File: src/hdl/adms_pkg.sv
package adms_pkg;

	// ************************************************************
	// Register map and field layout
	// ************************************************************
	localparam int REG_ADDR_W = 8;
	localparam logic [7:0] REG_CTRL0 = 8'h00;
	localparam logic [7:0] REG_CTRL1 = 8'h04;
	localparam logic [7:0] REG_CTRL2 = 8'h08;
	localparam logic [7:0] REG_RESULT0 = 8'h20;
	localparam logic [7:0] RESULT_MASK = 8'hE0;
	localparam int RESULT_IDX_LSB = 2;

	localparam int CTRL0_CH_LSB = 0;
	localparam int CTRL0_MODE_LSB = 3;
	localparam int CTRL0_START_BIT = 6;
	localparam int CTRL0_TRIG_BIT = 7;
	localparam int CTRL0_BUSY_BIT = 8;
	localparam int CTRL1_GRP_LSB = 0;
	localparam int CTRL1_RES10_BIT = 2;
	localparam int CTRL1_EXTGRP_BIT = 3;
	localparam int CTRL2_SH_BIT = 0;

	localparam logic [31:0] CTRL0_RESET = 32'h0000_0000;
	localparam logic [31:0] CTRL1_RESET = 32'h0000_0000;
	localparam logic [31:0] CTRL2_RESET = 32'h0000_0000;

	// ************************************************************
	// Operating modes
	// ************************************************************
	localparam logic [2:0] MODE_ONE_SHOT = 3'h0;
	localparam logic [2:0] MODE_REPEAT = 3'h1;
	localparam logic [2:0] MODE_SWEEP = 3'h2;
	localparam logic [2:0] MODE_RSWEEP0 = 3'h3;
	localparam logic [2:0] MODE_RSWEEP1 = 3'h4;

	// ************************************************************
	// Conversion lengths in converter clock cycles
	// ************************************************************
	// Values are 49, 59, 28 and 33 cycles.
	localparam logic [5:0] CONV_CYC_8B = 6'h31;
	localparam logic [5:0] CONV_CYC_10B = 6'h3B;
	localparam logic [5:0] CONV_CYC_SH_8B = 6'h1C;
	localparam logic [5:0] CONV_CYC_SH_10B = 6'h21;

	localparam int NUM_CH = 8;
	localparam int RES_W = 10;
	localparam logic [1:0] RESP_OKAY = 2'h0;
	localparam logic [1:0] RESP_SLVERR = 2'h2;

	typedef enum logic {
		ST_IDLE,
		ST_CONV
	} adms_state_e;

endpackage

File: src/hdl/adms_conv_timer.sv
`timescale 1ns/10ps
`default_nettype none
module adms_conv_timer (
	input wire logic aclk,
	input wire logic aresetn,
	input wire logic start_conv,
	input wire logic abort_conv,
	input wire logic sample_hold,
	input wire logic res_10bit,
	output logic busy,
	output logic done
);

	typedef struct packed {
		logic busy;
		logic done;
		logic [5:0] cnt;
	} adms_tmr_s;

	adms_tmr_s q;
	adms_tmr_s next_q;

	function automatic logic [5:0] conv_len(input logic sh, input logic r10);
		if (sh) begin
			conv_len = r10 ? adms_pkg::CONV_CYC_SH_10B : adms_pkg::CONV_CYC_SH_8B;
		end else begin
			conv_len = r10 ? adms_pkg::CONV_CYC_10B : adms_pkg::CONV_CYC_8B;
		end
	endfunction

	always_comb begin
		next_q = q;
		next_q.done = 1'b0;
		if (start_conv) begin
			// A restart wins over an abort so that a retrigger begins a fresh count.
			next_q.busy = 1'b1;
			next_q.cnt = conv_len(sample_hold, res_10bit) - 6'h01;
		end else if (abort_conv) begin
			next_q.busy = 1'b0;
		end else if (q.busy) begin
			if (q.cnt == 6'h00) begin
				next_q.busy = 1'b0;
				next_q.done = 1'b1;
			end else begin
				next_q.cnt = q.cnt - 6'h01;
			end
		end
	end

	always_ff @(posedge aclk) begin
		if (!aresetn) begin
			q <= '0;
		end else begin
			q <= next_q;
		end
	end

	assign busy = q.busy;
	assign done = q.done;

endmodule
`default_nettype wire

File: src/hdl/adms_sequencer.sv
// Overview of operation
// One-shot mode converts the selected channel exactly once per start.
// Writing one to the start flag begins conversion in every mode.
// One-shot and single sweep clear the start flag at pass end, unless externally triggered.
// Writing zero to the start flag stops conversion in any mode.
// One-shot and single sweep raise the interrupt request when the pass completes.
// Repeat mode converts one channel over and over, never requesting an interrupt.
// Each result lands in its channel's register, readable at any time.
// One-shot and repeat use the channel field to pick one of eight inputs.
// Single sweep converts the first 2, 4, 6 or 8 channels once each.
// Repeat sweep 0 sweeps the group continuously without interrupts until stopped.
// Repeat sweep 1 converts all eight, inserting emphasis channels between the others.
// Emphasis group is the first 1, 2, 3 or 4 channels; no interrupt.
// The extended input group may replace the primary group in every mode.
// Bit zero of the second control register enables sample and hold; the code takes it from bit zero of the third, REG_CTRL2 at 8'h08.
// With sample and hold a conversion takes 28 or 33 cycles.
// Software sets sample and hold before starting and leaves it alone meanwhile.
// Without sample and hold a conversion takes 49 or 59 cycles.
// With external trigger armed, a falling trigger edge starts or restarts conversion.
// Ten-bit results split low eight and upper two bits; eight-bit uses low byte.
// Sweeps go upward from channel zero and restart from zero on each start.
`timescale 1ns/10ps
`default_nettype none
module adms_sequencer (
	input wire logic aclk,
	input wire logic aresetn,
	input wire logic awvalid,
	output logic awready,
	input wire logic [adms_pkg::REG_ADDR_W-1:0] awaddr,
	input wire logic wvalid,
	output logic wready,
	input wire logic [31:0] wdata,
	input wire logic [3:0] wstrb,
	output logic bvalid,
	input wire logic bready,
	output logic [1:0] bresp,
	input wire logic arvalid,
	output logic arready,
	input wire logic [adms_pkg::REG_ADDR_W-1:0] araddr,
	output logic rvalid,
	input wire logic rready,
	output logic [31:0] rdata,
	output logic [1:0] rresp,
	input wire logic external_trigger_pin,
	input wire logic [adms_pkg::RES_W-1:0] adc_sample,
	output logic [3:0] analog_sel,
	output logic sample_hold_en,
	output logic res_10bit,
	output logic conv_active,
	output logic conv_irq
);

	// ************************************************************
	// State
	// ************************************************************
	typedef struct packed {
		logic aw_held;
		logic [adms_pkg::REG_ADDR_W-1:0] aw_addr;
		logic w_held;
		logic [31:0] w_data;
		logic [3:0] w_strb;
		logic bvalid;
		logic [1:0] bresp;
		logic rvalid;
		logic [31:0] rdata;
		logic [1:0] rresp;
		logic [2:0] channel;
		logic [2:0] mode;
		logic start;
		logic trig_ext;
		logic [1:0] grp;
		logic res10;
		logic ext_group;
		logic sample_hold;
		logic [adms_pkg::NUM_CH-1:0][adms_pkg::RES_W-1:0] result;
		adms_pkg::adms_state_e run;
		logic [2:0] cur_ch;
		logic emph_phase;
		logic [2:0] emph_idx;
		logic [2:0] other_ch;
		logic kick;
		logic abort;
		logic irq;
		logic trg_s1;
		logic trg_s2;
		logic trg_s3;
	} adms_main_s;

	adms_main_s q;
	adms_main_s next_q;
	logic conv_done;
	logic tmr_busy;
	logic trig_fall;
	logic wr_fire;
	logic sw_start;
	logic sw_stop;
	logic begin_pass;
	logic finish;
	logic [7:0] wa;

	// Number of channels in a single or repeat sweep 0 group.
	function automatic logic [3:0] sweep_len(input logic [1:0] g);
		sweep_len = {1'b0, g, 1'b0} + 4'h2;
	endfunction

	// Number of emphasis channels in repeat sweep 1.
	function automatic logic [2:0] emph_len(input logic [1:0] g);
		emph_len = {1'b0, g} + 3'h1;
	endfunction

	function automatic logic is_sweep(input logic [2:0] m);
		is_sweep = (m == adms_pkg::MODE_SWEEP) || (m == adms_pkg::MODE_RSWEEP0) || (m == adms_pkg::MODE_RSWEEP1);
	endfunction

	// ************************************************************
	// Conversion timer
	// ************************************************************
	adms_conv_timer i_adms_conv_timer (
		.aclk(aclk),
		.aresetn(aresetn),
		.start_conv(q.kick),
		.abort_conv(q.abort),
		.sample_hold(q.sample_hold),
		.res_10bit(q.res10),
		.busy(tmr_busy),
		.done(conv_done)
	);

	assign awready = !q.aw_held && !q.bvalid;
	assign wready = !q.w_held && !q.bvalid;
	assign arready = !q.rvalid;
	assign wr_fire = q.aw_held && q.w_held && !q.bvalid;
	assign trig_fall = q.trg_s3 && !q.trg_s2;
	assign wa = q.aw_addr;

	// ************************************************************
	// Next state
	// ************************************************************
	always_comb begin
		next_q = q;
		next_q.kick = 1'b0;
		next_q.abort = 1'b0;
		next_q.irq = 1'b0;
		sw_start = 1'b0;
		sw_stop = 1'b0;
		begin_pass = 1'b0;
		finish = 1'b0;

		next_q.trg_s1 = external_trigger_pin;
		next_q.trg_s2 = q.trg_s1;
		next_q.trg_s3 = q.trg_s2;

		if (awvalid && awready) begin
			next_q.aw_held = 1'b1;
			next_q.aw_addr = awaddr;
		end
		if (wvalid && wready) begin
			next_q.w_held = 1'b1;
			next_q.w_data = wdata;
			next_q.w_strb = wstrb;
		end

		// Every writable control field sits in byte lane zero, so only that strobe matters.
		if (wr_fire) begin
			next_q.aw_held = 1'b0;
			next_q.w_held = 1'b0;
			next_q.bvalid = 1'b1;
			next_q.bresp = adms_pkg::RESP_OKAY;
			if (wa == adms_pkg::REG_CTRL0) begin
				if (q.w_strb[0]) begin
					next_q.channel = q.w_data[adms_pkg::CTRL0_CH_LSB +: 3];
					next_q.mode = q.w_data[adms_pkg::CTRL0_MODE_LSB +: 3];
					next_q.trig_ext = q.w_data[adms_pkg::CTRL0_TRIG_BIT];
					next_q.start = q.w_data[adms_pkg::CTRL0_START_BIT];
					sw_start = q.w_data[adms_pkg::CTRL0_START_BIT];
					sw_stop = !q.w_data[adms_pkg::CTRL0_START_BIT];
				end
			end else if (wa == adms_pkg::REG_CTRL1) begin
				if (q.w_strb[0]) begin
					next_q.grp = q.w_data[adms_pkg::CTRL1_GRP_LSB +: 2];
					next_q.res10 = q.w_data[adms_pkg::CTRL1_RES10_BIT];
					next_q.ext_group = q.w_data[adms_pkg::CTRL1_EXTGRP_BIT];
				end
			end else if (wa == adms_pkg::REG_CTRL2) begin
				if (q.w_strb[0]) begin
					next_q.sample_hold = q.w_data[adms_pkg::CTRL2_SH_BIT];
				end
			end else if ((wa & adms_pkg::RESULT_MASK) != adms_pkg::REG_RESULT0) begin
				next_q.bresp = adms_pkg::RESP_SLVERR;
			end
		end
		if (q.bvalid && bready) begin
			next_q.bvalid = 1'b0;
		end

		if (arvalid && arready) begin
			next_q.rvalid = 1'b1;
			next_q.rresp = adms_pkg::RESP_OKAY;
			next_q.rdata = 32'h0000_0000;
			if (araddr == adms_pkg::REG_CTRL0) begin
				next_q.rdata[adms_pkg::CTRL0_CH_LSB +: 3] = q.channel;
				next_q.rdata[adms_pkg::CTRL0_MODE_LSB +: 3] = q.mode;
				next_q.rdata[adms_pkg::CTRL0_START_BIT] = q.start;
				next_q.rdata[adms_pkg::CTRL0_TRIG_BIT] = q.trig_ext;
				next_q.rdata[adms_pkg::CTRL0_BUSY_BIT] = (q.run == adms_pkg::ST_CONV);
			end else if (araddr == adms_pkg::REG_CTRL1) begin
				next_q.rdata[adms_pkg::CTRL1_GRP_LSB +: 2] = q.grp;
				next_q.rdata[adms_pkg::CTRL1_RES10_BIT] = q.res10;
				next_q.rdata[adms_pkg::CTRL1_EXTGRP_BIT] = q.ext_group;
			end else if (araddr == adms_pkg::REG_CTRL2) begin
				next_q.rdata[adms_pkg::CTRL2_SH_BIT] = q.sample_hold;
			end else if ((araddr & adms_pkg::RESULT_MASK) == adms_pkg::REG_RESULT0) begin
				// Low eight bits in the even byte, upper two in the odd byte.
				next_q.rdata[adms_pkg::RES_W-1:0] = q.result[araddr[adms_pkg::RESULT_IDX_LSB +: 3]];
			end else begin
				next_q.rresp = adms_pkg::RESP_SLVERR;
			end
		end
		if (q.rvalid && rready) begin
			next_q.rvalid = 1'b0;
		end

		// ************************************************************
		// Sequencer
		// ************************************************************
		// A start comes from software unless the external trigger is chosen, then from a falling edge.
		if (sw_start && !next_q.trig_ext) begin
			begin_pass = 1'b1;
		end
		if (q.start && q.trig_ext && trig_fall && !sw_stop) begin
			begin_pass = 1'b1;
		end

		if (sw_stop) begin
			next_q.run = adms_pkg::ST_IDLE;
			next_q.abort = 1'b1;
		end else if (begin_pass) begin
			next_q.run = adms_pkg::ST_CONV;
			next_q.kick = 1'b1;
			next_q.abort = 1'b1;
			next_q.emph_phase = 1'b1;
			next_q.emph_idx = 3'h0;
			next_q.other_ch = emph_len(next_q.grp);
			if (is_sweep(next_q.mode)) begin
				next_q.cur_ch = 3'h0;
			end else begin
				next_q.cur_ch = next_q.channel;
			end
		end else if (q.run == adms_pkg::ST_CONV && conv_done && !q.kick) begin
			if (q.res10) begin
				next_q.result[q.cur_ch] = adc_sample;
			end else begin
				next_q.result[q.cur_ch] = {2'b00, adc_sample[adms_pkg::RES_W-1:2]};
			end
			case (q.mode)
				adms_pkg::MODE_REPEAT: begin
					next_q.kick = 1'b1;
				end
				adms_pkg::MODE_SWEEP: begin
					if ({1'b0, q.cur_ch} + 4'h1 < sweep_len(q.grp)) begin
						next_q.cur_ch = q.cur_ch + 3'h1;
						next_q.kick = 1'b1;
					end else begin
						finish = 1'b1;
					end
				end
				adms_pkg::MODE_RSWEEP0: begin
					next_q.kick = 1'b1;
					if ({1'b0, q.cur_ch} + 4'h1 < sweep_len(q.grp)) begin
						next_q.cur_ch = q.cur_ch + 3'h1;
					end else begin
						next_q.cur_ch = 3'h0;
					end
				end
				adms_pkg::MODE_RSWEEP1: begin
					// Emphasis channels run as a burst before each remaining channel.
					next_q.kick = 1'b1;
					if (q.emph_phase && (q.emph_idx + 3'h1 < emph_len(q.grp))) begin
						next_q.emph_idx = q.emph_idx + 3'h1;
						next_q.cur_ch = q.emph_idx + 3'h1;
					end else if (q.emph_phase) begin
						next_q.emph_phase = 1'b0;
						next_q.cur_ch = q.other_ch;
					end else begin
						next_q.emph_phase = 1'b1;
						next_q.emph_idx = 3'h0;
						next_q.cur_ch = 3'h0;
						if (q.other_ch == 3'h7) begin
							next_q.other_ch = emph_len(q.grp);
						end else begin
							next_q.other_ch = q.other_ch + 3'h1;
						end
					end
				end
				default: begin
					finish = 1'b1;
				end
			endcase
			if (finish) begin
				next_q.run = adms_pkg::ST_IDLE;
				next_q.irq = 1'b1;
				// A start written by software in this same cycle wins over the clear.
				if (!q.trig_ext && !sw_start) begin
					next_q.start = 1'b0;
				end
			end
		end
	end

	// ************************************************************
	// Registers
	// ************************************************************
	always_ff @(posedge aclk) begin
		if (!aresetn) begin
			q <= '0;
			q.channel <= adms_pkg::CTRL0_RESET[adms_pkg::CTRL0_CH_LSB +: 3];
			q.mode <= adms_pkg::CTRL0_RESET[adms_pkg::CTRL0_MODE_LSB +: 3];
			q.grp <= adms_pkg::CTRL1_RESET[adms_pkg::CTRL1_GRP_LSB +: 2];
			q.sample_hold <= adms_pkg::CTRL2_RESET[adms_pkg::CTRL2_SH_BIT];
			q.run <= adms_pkg::ST_IDLE;
			q.trg_s1 <= 1'b1;
			q.trg_s2 <= 1'b1;
			q.trg_s3 <= 1'b1;
		end else begin
			q <= next_q;
		end
	end

	assign bvalid = q.bvalid;
	assign bresp = q.bresp;
	assign rvalid = q.rvalid;
	assign rdata = q.rdata;
	assign rresp = q.rresp;
	assign analog_sel = {q.ext_group, q.cur_ch};
	assign sample_hold_en = q.sample_hold;
	assign res_10bit = q.res10;
	assign conv_active = tmr_busy;
	assign conv_irq = q.irq;

endmodule
`default_nettype wire

File: config.mk
export PLATFORM = sky130hd
export DESIGN_NAME = adms_sequencer
export DESIGN_NICKNAME = d
export VERILOG_FILES = /design/src/hdl/adms_pkg.sv /design/src/hdl/adms_conv_timer.sv /design/src/hdl/adms_sequencer.sv
export SDC_FILE = /design/constraint.sdc
export NUM_CORES = 1
export LEC_CHECK = 0
export ABC_AREA = 1
export BUFFER_PORTS_ARGS = -buffer_cell sky130_fd_sc_hd__buf_4
export CORE_AREA = 2 2 180 182
export CTS_BUF_LIST = sky130_fd_sc_hd__clkbuf_4 sky130_fd_sc_hd__clkbuf_8
export DETAILED_ROUTE_END_ITERATION = 7
export DIE_AREA = 0 0 182 184
export HOLD_SLACK_MARGIN = 0.12
export PLACE_DENSITY = 0.44
export SETUP_SLACK_MARGIN = 0.05
export SKIP_LAST_GASP = 1
export SYNTH_ARGS = -nofsm -noshare
export SYNTH_HDL_FRONTEND = slang
export SYNTH_HIERARCHICAL = 1
export SYNTH_SLANG_ARGS = --single-unit
File: constraint.sdc
create_clock -name aclk -period 2.85 [get_ports aclk]
set_input_delay 0.285 -clock aclk [delete_from_list [all_inputs] [get_ports aclk]]
set_output_delay 0.285 -clock aclk [all_outputs]
set_load 0.01 [all_outputs]
==> run metrics <==
IO Pins=119; Die ar.=33500 sq um; Leak Pwr=4.02 nW; core area=31400 sq um; Tmin final=2.30 ns; Multi-input gate area=4000 sq um; TritonCTS clock tree=done; H-Tree Depth=4; worst slew pin tran=1.02 ns; final worst path period share=80.6%; setup repair bufs after CTS=0; Final TNS setup=0 ns; YS warnings=6; grt met3 use=2.52%; Filler cells=3506; Hold Violations, Final=0; Pins Over Slew Limit=0; DR pass1 iterations=6; ANT nets after route=0; global-route wire length before repair=38900 um; Cells after Synth=1145; Setup Slack @ Placement=0.551 ns; flops & latches, synth=151; die height=184 um; register area=3020 sq um; share of cells above drive strength 1=14.1%; crit start category=register; largest net degree at the start of global routing=87; sequential area share after synthesis=38.8%; initial antenna violation count=0; final WL=24700 um; die width=182 um; Max clock buf depth=2; Slew HR=32.0%; average routed wire per standard cell=15.2 um; P&R area growth vs syn=18.4%; cell area after synthesis=7780 sq um; Reg clk slew, reported paths=0.09 ns; slowest cell on the critical path=dfxtp_1; Cell variety after synth=46; n_diodes=0; Initial Util=24.8%; GRT Residual Overflow=0; placement row count=65; crit end category=register; syn avg cell area=6.80 sq um; CP Class=reg -> reg; Inserted Clock Buffers=17; dominant cell type by area after synthesis=dfxtp_1; CTS sink count=151; cell mode on critical path=nand2_1; fmax=0.435 GHz; DRT iter0 DRCs=464; outcome=completed; final core utilization=29.4%; DRC=0; top cells by area, synth=dfxtp_1 (39%), nor2_1 (13%), nand2_1 (9.9%); clock root buffer=clkbuf_8; CP cell instances=inv_1 -> nor3_4 -> ha_1 -> inv_1 -> a21oi_1 -> nand2_1 -> nand2_1 -> nand2_1 -> nand2_1 -> a21oi_1 -> nand3_1 -> nand2_1 -> inv_1; worst-skew pair later-pin latency=0.48 ns; RSZ-0062 raised after global routing=false; total number of vias=7303; Worst VDD drop=0.000271 V; HPWL after DPL=17400 um; gr busiest metal=met2; CP peak stage delay=0.49 ns; met2 Use GR=24.7%; # setup viols final=0; CP Data Arrival Time=2.66 ns; Worst EP required=3.22 ns; Final WS setup=0.553 ns; total track usage=15.0%; Via density=4.48; Setup Skew=0.0212 ns; maximum fanout along the worst path=7; Synth top area share=38.8%; number of I/O port buffers=67; GR Util met1=20.5%; maxcap violations=0; Placer Congestion=0.814; Tightest Hold Check Type=in -> reg; vias in the first global route=6993; PwrDens=482 nW/um^2; nets@finish=1299
-- metal layers --
layer	part of all wire, %	up-vias	wire length [um]
met5	0	-	0
met4	0.82	0	202
met3	3.6	16	898
met2	46	136	11400
met1	50	3378	12300
li1	-	3773	-
-- critical path, delay by kind of cell, from the launching register on --
| kind | cells | cell delay (ns) |
|---|---|---|
| AND/OR/NAND/NOR | 7 | 0.89 |
| flip-flops | 1 | 0.49 |
| adder cells (fa/ha/maj) | 1 | 0.29 |
| buffers and inverters | 3 | 0.27 |
| AO/OA/AOI/OAI | 2 | 0.26 |
-- kinds of logic after synthesis --
group	synth area share [%]
simple gates	33.0
compound gates	14.8
buf+inv	10.8
flops	38.8
fa+ha+maj	2.09
mux	0.257
other cells	0.0482
xor+xnor	0.113
-- path summary, 6_finish.rpt --
check | from | end | slack, ns | cells past startpoint
worst max-delay path | analog_sel[0]$_SDFFE_PN0P_ | analog_sel[1]$_SDFFE_PN0P_ | 0.55 | 13
worst min-delay path | awaddr[3] | wa[3]$_SDFFE_PN0P_ | 0.14 | 3
worst max register to register | analog_sel[0]$_SDFFE_PN0P_ | analog_sel[1]$_SDFFE_PN0P_ | 0.55 | 13
worst min register to register | next_q[0]$_SDFF_PN1_ | q[0]$_SDFF_PN1_ | 0.43 | 2
-- power breakdown --
part           total [mW]  switching [mW]  internal (mW)
Sequential           2.18          0.0290           2.15
Combinational       0.435           0.278          0.157
Clock                1.83           0.999          0.835
Total                4.45            1.31           3.14
-- sequential cells by signal, indices dropped and copies added, names as in the netlist, 2 cells and up --
register             count
wa                       8
i_adms_conv_timer/q      6
analog_sel               4
next_q                   2
rdata                   10
q                      112
-- cells in the final DEF (no fill, tap or decap), types with 24 or more instances in the layout --
cell     instances
nand3_1         42
nand2_1        205
dfxtp_1        151
inv_1           82
buf_4           94
nor2_1         266
o21ai_0        114
a21oi_1         64
conb_1          24
-- synthesized netlist by cell type (all sizes together) --
| cell type | count |
|---|---|
| o311ai | 2 |
| clkinv | 1 |
| nand2 | 224 |
| or2 | 7 |
| mux2i | 2 |
| a21oi | 67 |
| nor4 | 1 |
| nor3b | 1 |
| o2111ai | 3 |
| conb | 1 |
| o21a | 2 |
| dfxtp | 151 |
| o21bai | 3 |
| nand4 | 20 |
| o211ai | 12 |
| buf | 56 |
| nand3 | 46 |
| nand3b | 4 |
| nor3 | 14 |
| ha | 13 |
| clkbuf | 29 |
| o21ai | 122 |
| xnor2 | 1 |
| inv | 87 |
| o31ai | 2 |
| a21boi | 1 |
| nor2 | 273 |
-- repair_timing --
action                                 4_1_cts  5_1_grt
hold buffers                                19        0
endpoints found under the hold margin       19        0
resized for setup                            0        0
-- through the flow --
| step | power, mW | cell area [sq um] | cells | hold WS [ns] |
|---|---|---|---|---|
| 5_1_grt | 4.64 | 9220 | 1631 | 0.145 |
| 6_report | 4.45 | 9220 | 1631 | 0.141 |
| 3_5_place_dp | 2.64 | 8590 | 1580 | 0.407 |
| 2_1_floorplan | 2.49 | 7870 | 1168 | 0.388 |
| 3_3_place_gp | 2.64 | 8590 | 1580 | 0.411 |
| 4_1_cts | 4.50 | 9220 | 1631 | 0.139 |
-- area by class of cell --
| type | count | share of cell area, % |
|---|---|---|
| sequential | 151 | 32.8 |
| tap | 402 | 5.46 |
| clock buffer | 17 | 2.54 |
| timing repair buffer | 114 | 9.94 |
| inverter | 88 | 3.64 |
| multi-input combinational | 844 | 43.4 |
| clock inverter | 15 | 2.19 |
(Power assumes the default switching activity.)
